`src/common/clk_mon_pkg.sv`:
```
package clk_mon_pkg;
    // Register offsets
    localparam logic [7:0] ADDR_CLK_ERR_STATUS = 8'h05;
    localparam logic [7:0] ADDR_ERR_RELOAD_CTRL = 8'h21;
    localparam logic [7:0] ADDR_WINDOW_TIME = 8'h22;
    localparam logic [7:0] ADDR_PIN_SETUP = 8'h23;
    localparam logic [7:0] ADDR_SHAPE_SETUP = 8'h24;
    localparam logic [7:0] ADDR_MASK = 8'h25;
    localparam logic [7:0] ADDR_STICKY = 8'h26;
    // Reset values
    localparam logic [7:0] RST_ERR_RELOAD_CTRL = 8'h03;
    localparam logic [7:0] RST_WINDOW_TIME = 8'h3f;
    localparam logic [7:0] RST_PIN_SETUP = 8'h21;
    localparam logic [7:0] RST_SHAPE_SETUP = 8'h00;
    localparam logic [7:0] RST_ZERO = 8'h00;
    // Field positions
    localparam int BIT_RELOAD = 7;
    localparam int BIT_A_SRC = 4;
    localparam int BIT_B_SRC_HI = 3;
    localparam int BIT_B_SRC_LO = 2;
    localparam int BIT_A_EN = 1;
    localparam int BIT_B_EN = 0;
    localparam int BIT_A_TIME_HI = 5;
    localparam int BIT_A_TIME_LO = 3;
    localparam int BIT_B_TIME_HI = 2;
    localparam int BIT_B_TIME_LO = 0;
    localparam int BIT_DRIVE_HI = 7;
    localparam int BIT_DRIVE_LO = 5;
    localparam int BIT_GPO_VAL = 4;
    localparam int BIT_MODE_HI = 2;
    localparam int BIT_MODE_LO = 0;
    localparam int BIT_SHAPE_HI = 7;
    localparam int BIT_SHAPE_LO = 6;
    localparam int BIT_A_FLAG = 5;
    localparam int BIT_B_FLAG = 2;
    localparam int BIT_A_MASK = 2;
    localparam int BIT_B_MASK = 5;
    localparam int BIT_ERR_STATUS = 0;
    // Encodings
    localparam logic [1:0] SRC_B_PLAYBACK = 2'h0;
    localparam logic [1:0] SRC_B_SENSE = 2'h1;
    localparam logic [1:0] SRC_B_PLL = 2'h2;
    localparam logic [2:0] DRV_PUSH_PULL = 3'h0;
    localparam logic [2:0] DRV_LOW_ONLY = 3'h1;
    localparam logic [2:0] DRV_HIGH_ONLY = 3'h2;
    localparam logic [2:0] DRV_LOW_PULLUP = 3'h3;
    localparam logic [2:0] DRV_HIGH_PULLDOWN = 3'h4;
    localparam logic [2:0] MODE_OFF = 3'h0;
    localparam logic [2:0] MODE_IRQ = 3'h1;
    localparam logic [2:0] MODE_GPO = 3'h3;
    localparam logic [2:0] MODE_DIV_CLK = 3'h4;
    localparam logic [1:0] SHAPE_ONE_PULSE = 2'h0;
    localparam logic [1:0] SHAPE_PULSE_TRAIN = 2'h1;
    localparam logic [1:0] SHAPE_LEVEL = 2'h2;
    // Timing
    localparam int CLK_PERIOD_NS = 10;
    localparam int MS_NS = 1000000;
    localparam int PULSE_MS = 2;
    localparam int PERIOD_MS = 4;
    localparam int TIME_CNT_W = 11;
    localparam logic [TIME_CNT_W-1:0] TIMEOUT_MS [8] = '{
        11'h00b, 11'h016, 11'h02c, 11'h057, 11'h0ae, 11'h15e, 11'h2bc, 11'h4b0};
    typedef enum logic [2:0] {
        SHAPE_IDLE = 3'b001,
        SHAPE_SINGLE = 3'b010,
        SHAPE_TRAIN = 3'b100
    } shape_state_t;
endpackage

```
`src/logic/clock_loss_monitor_irq_pin.sv`:
```
`timescale 1ns/1ps
// Overview of operation
// - Reload bit set restores memory defaults on restart after fault shutdown.
// - Monitor A watches serial audio clock (0) or density port clock (1).
// - Monitor B watches playback, sense or PLL clock; code 3 reserved.
// - Monitor A works only while its enable bit is one.
// - Monitor B works only while its enable bit is one.
// - Enabled monitor seeing no clock for its timeout shuts the chip down.
// - Three-bit timeout codes select 11 ms up to 1.2 s.
// - Timeout register resets to 3Fh, longest time for both monitors.
// - Drive field picks push-pull, one-sided open drain, or pulled styles.
// - In general-purpose mode the pin shows the output value bit.
// - Mode field picks off, interrupt, general-purpose or divider clock output.
// - Pin setup register resets to 21h.
// - Shape field gives single 2 ms pulse, 2/4 ms train, or held level.
// - Sticky flags record events since last read and clear on read.
// - Mask bits choose which clock errors can raise the interrupt.
module clock_loss_monitor_irq_pin
    import clk_mon_pkg::*;
#(
    parameter int MS_CYCLES = MS_NS / CLK_PERIOD_NS,
    parameter int PULSE_CYCLES = PULSE_MS * MS_CYCLES,
    parameter int PERIOD_CYCLES = PERIOD_MS * MS_CYCLES
) (
    input wire logic clk_sys_in,
    input wire logic rst_n_in,
    input wire logic reg_wr_in,
    input wire logic reg_rd_in,
    input wire logic [7:0] reg_addr_in,
    input wire logic [7:0] reg_wdata_in,
    output logic [7:0] reg_rdata_out,
    input wire logic serial_audio_clock_in,
    input wire logic density_port_clock_in,
    input wire logic playback_mod_clock_in,
    input wire logic sense_mod_clock_in,
    input wire logic pll_clock_in,
    input wire logic density_input_divider_clock_in,
    output logic shutdown_out,
    output logic restore_defaults_out,
    output logic alert_pin_out,
    output logic alert_pin_oe_n_out,
    output logic alert_pull_up_out,
    output logic alert_pull_down_out,
    output logic alert_buffer_on_out
);
    logic [7:0] err_reload_ctrl;
    logic [7:0] window_time;
    logic [7:0] pin_setup;
    logic [7:0] shape_setup;
    logic [7:0] mask;
    logic [7:0] sticky;
    logic clk_err_status;
    logic [31:0] ms_prescale;
    logic ms_tick;
    logic level_a;
    logic level_b;
    logic b_src_ok;
    logic loss_a;
    logic loss_b;
    logic raise;
    logic pending;
    logic sticky_read;
    shape_state_t state;
    shape_state_t next_state;
    logic [31:0] shape_count;
    logic irq_level;
    logic pin_value;
    logic next_oe_n;
    logic [2:0] drive;
    logic [2:0] mode;
    logic [1:0] shape;

    assign drive = pin_setup[BIT_DRIVE_HI:BIT_DRIVE_LO];
    assign mode = pin_setup[BIT_MODE_HI:BIT_MODE_LO];
    assign shape = shape_setup[BIT_SHAPE_HI:BIT_SHAPE_LO];
    assign sticky_read = reg_rd_in && reg_addr_in == ADDR_STICKY;

    // Register writes
    always_ff @(posedge clk_sys_in or negedge rst_n_in) begin
        if (!rst_n_in) begin
            err_reload_ctrl <= RST_ERR_RELOAD_CTRL;
            window_time <= RST_WINDOW_TIME;
            pin_setup <= RST_PIN_SETUP;
            shape_setup <= RST_SHAPE_SETUP;
            mask <= RST_ZERO;
        end else if (reg_wr_in) begin
            case (reg_addr_in)
                ADDR_ERR_RELOAD_CTRL: err_reload_ctrl <= reg_wdata_in;
                ADDR_WINDOW_TIME: window_time <= reg_wdata_in;
                ADDR_PIN_SETUP: pin_setup <= reg_wdata_in;
                ADDR_SHAPE_SETUP: shape_setup <= reg_wdata_in;
                ADDR_MASK: mask <= reg_wdata_in;
                default: ;
            endcase
        end
    end

    // Registered read data; unmapped addresses read zero
    always_ff @(posedge clk_sys_in or negedge rst_n_in) begin
        if (!rst_n_in) begin
            reg_rdata_out <= RST_ZERO;
        end else if (reg_rd_in) begin
            case (reg_addr_in)
                ADDR_CLK_ERR_STATUS: reg_rdata_out <= {7'h00, clk_err_status};
                ADDR_ERR_RELOAD_CTRL: reg_rdata_out <= err_reload_ctrl;
                ADDR_WINDOW_TIME: reg_rdata_out <= window_time;
                ADDR_PIN_SETUP: reg_rdata_out <= pin_setup;
                ADDR_SHAPE_SETUP: reg_rdata_out <= shape_setup;
                ADDR_MASK: reg_rdata_out <= mask;
                ADDR_STICKY: reg_rdata_out <= sticky;
                default: reg_rdata_out <= RST_ZERO;
            endcase
        end
    end

    // Millisecond time base for the detectors
    always_ff @(posedge clk_sys_in or negedge rst_n_in) begin
        if (!rst_n_in) begin
            ms_prescale <= '0;
            ms_tick <= 1'b0;
        end else begin
            ms_tick <= ms_prescale == 32'(MS_CYCLES - 1);
            ms_prescale <= (ms_prescale == 32'(MS_CYCLES - 1)) ? '0 : ms_prescale + 1'b1;
        end
    end

    assign level_a = err_reload_ctrl[BIT_A_SRC] ? density_port_clock_in
                                                : serial_audio_clock_in;
    always_comb begin
        b_src_ok = 1'b1;
        case (err_reload_ctrl[BIT_B_SRC_HI:BIT_B_SRC_LO])
            SRC_B_PLAYBACK: level_b = playback_mod_clock_in;
            SRC_B_SENSE: level_b = sense_mod_clock_in;
            SRC_B_PLL: level_b = pll_clock_in;
            default: begin
                level_b = 1'b0;
                b_src_ok = 1'b0;
            end
        endcase
    end

    clock_loss_detector monitor_a (
        .clk_sys_in(clk_sys_in),
        .rst_n_in(rst_n_in),
        .enable_in(err_reload_ctrl[BIT_A_EN]),
        .clock_level_in(level_a),
        .ms_tick_in(ms_tick),
        .limit_ms_in(TIMEOUT_MS[window_time[BIT_A_TIME_HI:BIT_A_TIME_LO]]),
        .loss_out(loss_a)
    );

    clock_loss_detector monitor_b (
        .clk_sys_in(clk_sys_in),
        .rst_n_in(rst_n_in),
        .enable_in(err_reload_ctrl[BIT_B_EN] && b_src_ok),
        .clock_level_in(level_b),
        .ms_tick_in(ms_tick),
        .limit_ms_in(TIMEOUT_MS[window_time[BIT_B_TIME_HI:BIT_B_TIME_LO]]),
        .loss_out(loss_b)
    );

    // Clock error status; a new loss wins over the host clearing it
    always_ff @(posedge clk_sys_in or negedge rst_n_in) begin
        if (!rst_n_in) begin
            clk_err_status <= 1'b0;
        end else if (loss_a || loss_b) begin
            clk_err_status <= 1'b1;
        end else if (reg_wr_in && reg_addr_in == ADDR_CLK_ERR_STATUS) begin
            clk_err_status <= reg_wdata_in[BIT_ERR_STATUS];
        end
    end

    // Restart happens when the error status drops
    always_ff @(posedge clk_sys_in or negedge rst_n_in) begin
        if (!rst_n_in) begin
            shutdown_out <= 1'b0;
            restore_defaults_out <= 1'b0;
        end else begin
            shutdown_out <= clk_err_status;
            restore_defaults_out <= shutdown_out && !clk_err_status
                                    && err_reload_ctrl[BIT_RELOAD];
        end
    end

    // Sticky flags cleared by reading; a same-cycle event survives
    always_ff @(posedge clk_sys_in or negedge rst_n_in) begin
        if (!rst_n_in) begin
            sticky <= RST_ZERO;
        end else begin
            if (sticky_read) begin
                sticky <= RST_ZERO;
            end
            if (loss_a) begin
                sticky[BIT_A_FLAG] <= 1'b1;
            end
            if (loss_b) begin
                sticky[BIT_B_FLAG] <= 1'b1;
            end
        end
    end

    assign raise = (loss_a && mask[BIT_A_MASK]) || (loss_b && mask[BIT_B_MASK]);
    assign pending = (sticky[BIT_A_FLAG] && mask[BIT_A_MASK])
                     || (sticky[BIT_B_FLAG] && mask[BIT_B_MASK]);

    always_comb begin
        next_state = state;
        case (state)
            SHAPE_IDLE: begin
                if (raise && shape == SHAPE_ONE_PULSE) begin
                    next_state = SHAPE_SINGLE;
                end else if (raise && shape == SHAPE_PULSE_TRAIN) begin
                    next_state = SHAPE_TRAIN;
                end
            end
            SHAPE_SINGLE: begin
                if (shape_count == 32'(PULSE_CYCLES - 1)) begin
                    next_state = SHAPE_IDLE;
                end
            end
            SHAPE_TRAIN: begin
                if (!pending) begin
                    next_state = SHAPE_IDLE;
                end
            end
            default: next_state = SHAPE_IDLE;
        endcase
    end

    always_ff @(posedge clk_sys_in or negedge rst_n_in) begin
        if (!rst_n_in) begin
            state <= SHAPE_IDLE;
            shape_count <= '0;
        end else begin
            state <= next_state;
            if (next_state != state || state == SHAPE_IDLE) begin
                shape_count <= '0;
            end else if (state == SHAPE_TRAIN && shape_count == 32'(PERIOD_CYCLES - 1)) begin
                shape_count <= '0;
            end else begin
                shape_count <= shape_count + 1'b1;
            end
        end
    end

    assign irq_level = state == SHAPE_SINGLE
                       || (state == SHAPE_TRAIN && shape_count < 32'(PULSE_CYCLES))
                       || (shape == SHAPE_LEVEL && pending);

    always_comb begin
        case (mode)
            MODE_IRQ: pin_value = irq_level;
            MODE_GPO: pin_value = pin_setup[BIT_GPO_VAL];
            MODE_DIV_CLK: pin_value = density_input_divider_clock_in;
            default: pin_value = 1'b0;
        endcase
        case (drive)
            DRV_PUSH_PULL: next_oe_n = 1'b0;
            DRV_LOW_ONLY: next_oe_n = pin_value;
            DRV_HIGH_ONLY: next_oe_n = !pin_value;
            DRV_LOW_PULLUP: next_oe_n = pin_value;
            DRV_HIGH_PULLDOWN: next_oe_n = !pin_value;
            default: next_oe_n = 1'b1;
        endcase
    end

    always_ff @(posedge clk_sys_in or negedge rst_n_in) begin
        if (!rst_n_in) begin
            alert_pin_out <= 1'b0;
            alert_pin_oe_n_out <= 1'b1;
            alert_pull_up_out <= 1'b0;
            alert_pull_down_out <= 1'b0;
            alert_buffer_on_out <= 1'b0;
        end else begin
            alert_pin_out <= pin_value;
            alert_buffer_on_out <= mode != MODE_OFF;
            alert_pin_oe_n_out <= (mode == MODE_OFF) ? 1'b1 : next_oe_n;
            alert_pull_up_out <= mode != MODE_OFF && drive == DRV_LOW_PULLUP;
            alert_pull_down_out <= mode != MODE_OFF && drive == DRV_HIGH_PULLDOWN;
        end
    end

    AST_LOSS_SETS_STATUS: assert property (@(posedge clk_sys_in) disable iff (!rst_n_in)
        (loss_a || loss_b) |=> clk_err_status ##1 shutdown_out)
        else $error("clock loss did not shut down");
    AST_STICKY_SURVIVES_READ: assert property (@(posedge clk_sys_in) disable iff (!rst_n_in)
        loss_a && sticky_read |=> sticky[BIT_A_FLAG])
        else $error("monitor A flag lost on read");
    AST_READ_CLEARS: assert property (@(posedge clk_sys_in) disable iff (!rst_n_in)
        sticky_read && !loss_a && !loss_b |=> sticky == RST_ZERO)
        else $error("sticky read did not clear flags");
    AST_MASKED_OFF_QUIET: assert property (@(posedge clk_sys_in) disable iff (!rst_n_in)
        state == SHAPE_IDLE && (loss_a || loss_b) && mask == RST_ZERO |=> state == SHAPE_IDLE)
        else $error("masked source started interrupt");
    AST_SINGLE_WIDTH: assert property (@(posedge clk_sys_in) disable iff (!rst_n_in)
        state == SHAPE_SINGLE |-> shape_count < 32'(PULSE_CYCLES))
        else $error("single pulse too long");
    AST_IRQ_PIN: assert property (@(posedge clk_sys_in) disable iff (!rst_n_in)
        mode == MODE_IRQ && state == SHAPE_IDLE && raise && shape == SHAPE_ONE_PULSE
        |=> ##1 alert_pin_out)
        else $error("interrupt pin did not rise");
    AST_GPO_LEVEL: assert property (@(posedge clk_sys_in) disable iff (!rst_n_in)
        mode == MODE_GPO && drive == DRV_PUSH_PULL
        |=> alert_pin_out == $past(pin_setup[BIT_GPO_VAL]) && !alert_pin_oe_n_out)
        else $error("general-purpose level wrong");
    AST_OFF_FLOATS: assert property (@(posedge clk_sys_in) disable iff (!rst_n_in)
        mode == MODE_OFF |=> alert_pin_oe_n_out && !alert_buffer_on_out)
        else $error("disabled pin still driven");
    AST_OPEN_DRAIN_LOW: assert property (@(posedge clk_sys_in) disable iff (!rst_n_in)
        mode != MODE_OFF && drive == DRV_LOW_ONLY |=> alert_pin_oe_n_out == alert_pin_out)
        else $error("open-drain drove high");
    AST_RELOAD: assert property (@(posedge clk_sys_in) disable iff (!rst_n_in)
        $fell(clk_err_status) && err_reload_ctrl[BIT_RELOAD] |=> restore_defaults_out)
        else $error("no memory reload on restart");

    COV_SINGLE: cover property (@(posedge clk_sys_in) disable iff (!rst_n_in)
        state == SHAPE_SINGLE ##1 state == SHAPE_IDLE);
    COV_TRAIN: cover property (@(posedge clk_sys_in) disable iff (!rst_n_in)
        state == SHAPE_TRAIN ##1 state == SHAPE_IDLE);
    COV_RESTART: cover property (@(posedge clk_sys_in) disable iff (!rst_n_in)
        restore_defaults_out);
endmodule

```
`src/logic/clock_loss_detector.sv`:
```
`timescale 1ns/1ps
module clock_loss_detector
    import clk_mon_pkg::*;
(
    input wire logic clk_sys_in,
    input wire logic rst_n_in,
    input wire logic enable_in,
    input wire logic clock_level_in,
    input wire logic ms_tick_in,
    input wire logic [TIME_CNT_W-1:0] limit_ms_in,
    output logic loss_out
);
    logic prev_level;
    logic [TIME_CNT_W-1:0] ms_count;
    logic fired;
    logic clock_edge;

    assign clock_edge = clock_level_in ^ prev_level;

    always_ff @(posedge clk_sys_in or negedge rst_n_in) begin
        if (!rst_n_in) begin
            prev_level <= 1'b0;
        end else begin
            prev_level <= clock_level_in;
        end
    end

    // Counting starts over at every monitored edge; a partial first ms is not counted
    always_ff @(posedge clk_sys_in or negedge rst_n_in) begin
        if (!rst_n_in) begin
            ms_count <= '0;
            fired <= 1'b0;
            loss_out <= 1'b0;
        end else begin
            loss_out <= 1'b0;
            if (!enable_in) begin
                ms_count <= '0;
                fired <= 1'b0;
            end else if (clock_edge) begin
                ms_count <= '0;
                fired <= 1'b0;
            end else if (ms_tick_in && !fired) begin
                if (ms_count == limit_ms_in) begin
                    fired <= 1'b1;
                    loss_out <= 1'b1;
                end else begin
                    ms_count <= ms_count + 1'b1;
                end
            end
        end
    end

    AST_NO_LOSS_WHEN_OFF: assert property (@(posedge clk_sys_in) disable iff (!rst_n_in)
        loss_out |-> $past(enable_in))
        else $error("loss reported while detector disabled");
    AST_EDGE_RESTARTS: assert property (@(posedge clk_sys_in) disable iff (!rst_n_in)
        enable_in && clock_edge |=> ms_count == '0 && !loss_out)
        else $error("monitored edge did not restart timeout");
endmodule

```
`config.mk`:
```
export PLATFORM = sky130hd
export DESIGN_NAME = clock_loss_monitor_irq_pin
export DESIGN_NICKNAME = d
export VERILOG_FILES = /design/src/common/clk_mon_pkg.sv /design/src/logic/clock_loss_monitor_irq_pin.sv /design/src/logic/clock_loss_detector.sv
export SDC_FILE = /design/constraint.sdc
export NUM_CORES = 1
export LEC_CHECK = 0
export BUFFER_PORTS_ARGS = -buffer_cell sky130_fd_sc_hd__buf_2
export CAP_MARGIN = 40
export CORE_AREA = 2 2 120 122
export CTS_CLUSTER_DIAMETER = 80
export CTS_CLUSTER_SIZE = 28
export DETAILED_ROUTE_END_ITERATION = 10
export DIE_AREA = 0 0 122 124
export GPL_TIMING_DRIVEN = 0
export PLACE_DENSITY = 0.77
export REMOVE_ABC_BUFFERS = 1
export SYNTH_ARGS = -nofsm -noshare
export SYNTH_HDL_FRONTEND = slang
export SYNTH_HIERARCHICAL = 1
export SYNTH_SLANG_ARGS = --single-unit
```
`constraint.sdc`:
```
create_clock -name clk_sys_in -period 2.8 [get_ports clk_sys_in]
set_clock_uncertainty 0.1 [all_clocks]
set_input_delay 0.56 -clock clk_sys_in [delete_from_list [all_inputs] [get_ports clk_sys_in]]
set_output_delay 0.56 -clock clk_sys_in [all_outputs]
set_load 0.02 [all_outputs]
```
== Yosys cells after proc, flatten, opt, wreduce, memory -nomap -nowiden ==
Memories as Yosys holds them, arrays and structs flattened.
Index checks and enable logic that the tools add are counted.
Word-level totals
  register bits: 154
  latch bits: 0
  memory bits (writable): 0
  bits in read-only memories: 176
  bits of input ports: 26
  output and inout bits: 15
  word-level logic and storage cells: 170
  memories kept: 2
Cells by class
  add/subtract/negate cells: 4
  multipliers: 0
  div/mod/pow operators: 0
  $lt $le $gt $ge: 3
  equality and inequality tests: 33
  shift operators: 0
  mux-type cells: 48
  bitwise operators: 4
  reductions and logical operators: 48
Memories
  (name not given): depth 8, bits a word 11, read ports 1, clocked after memory_dff 0, wr ports 0, line clock_loss_monitor_irq_pin.sv:158  | .limit_ms_in(TIMEOUT_MS[window_time[BIT_B_TIME_HI:BIT_B_TIME_LO]]),
  (name not given): depth 8, bits a word 11, read ports 1, clocked after memory_dff 0, wr ports 0, line clock_loss_monitor_irq_pin.sv:148  | .limit_ms_in(TIMEOUT_MS[window_time[BIT_A_TIME_HI:BIT_A_TIME_LO]]),
Operator list (number)
  11-bit 2-to-1 mux: 12
  32-bit 2-to-1 mux: 3
  32-bit by 1-bit adder with 32-bit output, second input constant: 2
  8-bit one-hot mux with 7 select lines: 1
  8-bit by 6-bit == test with 1-bit output, second input constant: 6
  32-bit by 17-bit == test with 1-bit output, second input constant: 1
  32-bit by 18-bit == test with 1-bit output, second input constant: 1
  32-bit by 19-bit == test with 1-bit output, second input constant: 1
  32-bit by 18-bit less-than comparator with 1-bit output, second input constant: 1
  1-bit 2-to-1 mux: 23
  11-bit by 1-bit adder with 11-bit output, second input constant: 2
  11-bit == test: 2
  1-bit logical AND: 18
  2-bit AND reduction: 9
  3-bit by 2-bit == test with 1-bit output, second input constant: 4
  3-bit 2-to-1 mux: 4
  3-bit by 1-bit == test with 1-bit output, second input constant: 3
  3-bit == test, second input constant: 3
  3-bit inequality test, second input constant: 3
  1-bit one-hot mux with 3 select lines: 3
  3-bit one-hot mux with 3 select lines: 1
  8-bit by 3-bit == test with 1-bit output, second input constant: 1
  4-bit greater-or-equal comparator, second input constant: 2
  3-bit NOT with 4-bit output: 2
  other kinds (15): 32

== Depth between registers and ports, before layout ==
  depth in word-level cells: 9
  gate-level depth with buffers: 10
  gate-level depth less buffers: 9

== Cells and area by module ==
The synthesis kept the hierarchy.
By module, submodules not included
  clock_loss_monitor_irq_pin: instances 1, cells an instance 594, area each 6403.6 um^2, seq. area each 3168.0 um^2
  clock_loss_detector: instances 2, cells an instance 91, area each 847.1 um^2, seq. area each 350.3 um^2

== Worst setup path after synthesis ==
OpenSTA, ideal clock, no wires.
  path type: input -> register
  start: input reg_addr_in[3]
  end: register mask[0]
  library setup time: 0.125 ns
  data arrival time: 2.081 ns
  data required time: 2.575 ns
  path slack: 0.494 ns
  cell stages on the path: 5
  path buffers: 1
  cells stage by stage: or4_1 -> buf_2 -> nor4_4 -> nand2_4 -> mux2_2
On the way
  longest elaborated chain between the ends: 2
RTL lines
  start, declared: line clock_loss_monitor_irq_pin.sv:29  | input wire logic [7:0] reg_addr_in,
  8-bit by 6-bit == test with 1-bit output: line clock_loss_monitor_irq_pin.sv:87  | case (reg_addr_in)
  2-bit AND reduction (no line)
  end signal, assigned: line clock_loss_monitor_irq_pin.sv:92  | ADDR_MASK: mask <= reg_wdata_in;
  end, declared: line clock_loss_monitor_irq_pin.sv:50  | logic [7:0] mask;
No other way between the ends.
A chain may end at the register's enable or synchronous reset.

== Worst setup path in the final report ==
  start: register window_time[1]
  end: register monitor_b.ms_count[7]
On the way
  longest elaborated chain between the ends: 7
RTL lines
  start, declared: line clock_loss_monitor_irq_pin.sv:47  | logic [7:0] window_time;
  start signal, assigned: line clock_loss_monitor_irq_pin.sv:89  | ADDR_WINDOW_TIME: window_time <= reg_wdata_in;
  3-bit NOT with 4-bit output (implied by the code): line clock_loss_monitor_irq_pin.sv:158
  memory read 8 x 11 bit
  11-bit 2-to-1 mux (implied by the code) (2 in series): line clock_loss_monitor_irq_pin.sv:158
  11-bit == test: line clock_loss_detector.sv:43  | if (ms_count == limit_ms_in) begin
  3-bit inequality test (no line)
  2-bit AND reduction (no line)
  end signal, assigned: line clock_loss_detector.sv:47  | ms_count <= ms_count + 1'b1;
  end, declared: line clock_loss_detector.sv:14  | logic [TIME_CNT_W-1:0] ms_count;
No other way between the ends. The select of a mux whose other input is x is not followed.

==> flow_summary.yaml <==
route:
  vias_per_cell: 6.14
  drcViolationCount: 0
  finalWirelength_um: 18000
  drt_first_pass_iters: 6
  vias: 6191
  drtIter0Drc: 524
  ant_nets: 0
  post_drt_wl_per_cell_um: 17.8
sta:
  slew_viol_final: 0
  tightest_slew_ns: 0.862
  rsz0062_at_grt: "false"
  fmax_mhz: 380
  finalHoldViolations: 0
  finalCritPeriodShare: 0.939
  maxSlewHeadroom: 0.411
  setup_viol: 0
  finalSetupTns_ns: 0
  hold-worst-slack_ns: 0.0439
  min_period_ns: 2.63
grt:
  antenna_found_initial: 0
  grt_pass1_vias: 6241
  global_route.overflow_total: 0
  grt-busiest-layer: "met2"
  use_met1: 0.324
  grt_pass1_wl_um: 30200
  use_met3: 0.0540
  grt_max_degree: 81
  use_met2: 0.431
  track_usage: 0.253
yosys:
  async_flop_share: 1.00
  synthesis.area_sq_um: 8100
  synth_edf_count: 0
  ys_seq_area_frac: 0.478
  yosys_warnings: 6
  dominantRegCellSynth: "dfrtp_1"
  syn_area_per_cell_sq_um: 10.4
  synth_cells: 776
  synthDistinctLibCells: 61
  synth_top_area_share: 0.439
  synth-seq-cells: 154
  yosysTopAreaCell: "dfrtp_1"
  synth_area_leaders: "dfrtp_1 44%, xnor2_1 6.6%, mux2_2 6.5%, dfstp_2 3.9%, nand3_1 2.8%"
layout:
  seqCellArea_sq_um: 3870
  antenna_cells: 0
  finalNetCount: 860
  fillCellCount: 1058
  multi_input_area_sq_um: 4040
  drive_gt1_frac: 0.185
  areaGrowthSynthToFinish_pct: 12.3
power_and_ir_drop:
  power_density_nw_per_um2: 527
  p_leak_nw: 3.83
  vdd_drop_max_mv: 0.459
setup_path:
  startpoint_type: "register"
  path_cells: "inv_1, ha_1, and2_1, a21o_1, xnor2_1, nand3_1, nor4_4, buf_4, or2_4, o31ai_1"
  required_ns: 2.99
  crit_slowest_cell: "dfstp_2"
  crit_arrival_ns: 2.82
  cpPeakStageDelay_ns: 0.60
  worst_setup_path_end_kind: "register"
  path_max_fanout: 11
  critPathKind: "register to register"
clock_tree:
  clock_sinks: 154
  htreeDepth: 4
  cts_tree: "yes"
  cts_buffers: 17
  cts_root_buf: "clkbuf_16"
  insertion_delay_ns: 0.43
  clk_pin_slew_ns: 0.06
  clock_path_buffers: 2
worst_hold_path:
  hp-class: "input port to asynchronous set/reset pin"
floorplanning:
  io_pins: 41
  die_h_um: 124
  die_w_um: 122
  fp.dieArea_sq_um: 15100
  coreArea_sq_um: 13700
  rows: 43
  start_util: 0.590
run:
  cap_viol_max_count: 0
placed_design:
  gp_congestion: 0.854
  buffer_ports.inserted: 40
  dp_hpwl_um: 12200
status:
  status: "complete, no violations"
[registers in the layout (all words and copies together), names as in the netlist, 2 cells and up]
| register | flops |
|---|---|
| ms_prescale | 32 |
| shape_count | 32 |
| monitor_a/ms_count | 11 |
| monitor_b/ms_count | 11 |
| err_reload_ctrl | 8 |
| mask | 8 |
| pin_setup | 8 |
| reg_rdata_out | 8 |
| shape_setup | 8 |
| window_time | 8 |
| state | 3 |
| sticky | 2 |
[per-stage QoR]
step           cell area (sq um)  utilization  total power, mW  std cells  setup WS, ns
2_1_floorplan               7970            -             2.45        751        -0.249
3_3_place_gp                8390        0.612             2.56        971         -1.01
3_5_place_dp                8480        0.618             2.58        978        -0.142
4_1_cts                     9070        0.661             4.83       1008       0.00214
5_1_grt                     9090        0.663             4.94       1009       0.00385
6_report                    9090        0.663             4.79       1009         0.170
[logic make-up after synthesis]
kind of cell             count (synthesis)  share of synthesized area
AO/OA/AOI/OAI                          104                     0.0884
flip-flops                             154                      0.478
adder cells (fa/ha/maj)                 16                     0.0247
XOR/XNOR                                83                     0.0898
multiplexers                            54                     0.0740
AND/OR/NAND/NOR                        314                      0.217
buffers and inverters                   51                     0.0281
[where the power goes]
part / switching, mW / internal, mW
Combinational: 0.146 / 0.0904
Clock: 0.885 / 1.37
Sequential: 0.0361 / 2.27
Total: 1.07 / 3.73
[layout make-up]
type	instances	share of cell area
tap	180	0.0248
clock inverter	8	0.0107
clock buffer	22	0.0521
timing repair buffer	48	0.0322
sequential	154	0.425
multi-input combinational	571	0.444
inverter	26	0.0107
[cell usage in the layout, fill, tap and decap left out, types with 7 or more instances in the layout]
cell         n
dfrtp_1    142
xnor2_1     61
mux2_2      47
nor2_1      46
nand3_1     45
nor3_1      44
nand2_1     44
buf_2       41
inv_1       26
o21ai_0     23
xor2_1      22
nand4_1     20
nor4_1      19
and2_1      18
and3_1      18
clkbuf_16   17
o31ai_1     16
ha_1        16
dfstp_2     12
a21oi_1      9
and4_1       8
nor2b_1      8
a31oi_1      8
mux2i_1      7
nand3b_1     7
nand2b_1     7
a222oi_1     7
o22ai_1      7
[Yosys cell counts, drive strengths merged, types with 2 or more instances]
| cell type | instances |
|---|---|
| or3 | 2 |
| o31ai | 16 |
| a22o | 6 |
| o21ai | 25 |
| and2 | 18 |
| a21o | 4 |
| xor2 | 22 |
| mux2i | 7 |
| ha | 16 |
| or2 | 5 |
| and3 | 18 |
| nand2 | 45 |
| nand3b | 7 |
| nor3 | 44 |
| xnor2 | 61 |
| and4 | 8 |
| o41ai | 3 |
| nand2b | 7 |
| dfrtp | 142 |
| a22oi | 5 |
| nor4 | 26 |
| a21oi | 10 |
| nor3b | 4 |
| a222oi | 7 |
| mux2 | 47 |
| a31oi | 8 |
| nor2b | 8 |
| inv | 26 |
| nand3 | 45 |
| o2bb2ai | 4 |
| buf | 12 |
| nand4 | 20 |
| nor2 | 47 |
| clkbuf | 13 |
| o21bai | 2 |
| o22ai | 7 |
| or4 | 3 |
| dfstp | 12 |
[final timing paths]
| path | startpoint | endpoint | slack (ns) | cells past startpoint |
|---|---|---|---|---|
| worst max-delay path | window_time[1]$_DFFE_PN1P_ | monitor_b/ms_count[7]$_DFFE_PN0P_ | 0.17 | 10 |
| worst min-delay path | rst_n_in | shape_count[21]$_DFF_PN0_ | 0.04 | 1 |
| worst max register to register | window_time[1]$_DFFE_PN1P_ | monitor_b/ms_count[7]$_DFFE_PN0P_ | 0.17 | 10 |
| worst min register to register | ms_prescale[31]$_DFF_PN0_ | ms_prescale[31]$_DFF_PN0_ | 0.37 | 1 |
| max in group asynchronous | rst_n_in | window_time[2]$_DFFE_PN1P_ | 1.70 | 2 |
| min in group clk_sys_in | reg_wdata_in[6] | pin_setup[6]$_DFFE_PN0P_ | 0.34 | 2 |
[metal layers]
| metal | part of all wire | vias up |
|---|---|---|
| met5 | 0 | - |
| met4 | 0.014 | 0 |
| met3 | 0.048 | 23 |
| met2 | 0.51 | 167 |
| met1 | 0.43 | 3093 |
| li1 | - | 2908 |
[worst max-delay path, delay by kind of cell, from the launching register on]
kind | cells | cell delay [ns]
DFF | 1 | 0.60
buffers and inverters | 2 | 0.31
adders and majority gates | 1 | 0.20
AOI/OAI and AO/OA | 2 | 0.28
and+or+nand+nor | 4 | 0.89
xor gates and xnor gates | 1 | 0.12
[timing repair]
item | CTS | global route
endpoints found under the setup margin | 15 | 14
buffers inserted | 0 | 1
hold buffers | 0 | 0
pin swaps | 0 | 1
endpoints found under the hold margin | 0 | 0
resized for setup | 3 | 2
Power figures use the tool's default switching activity.
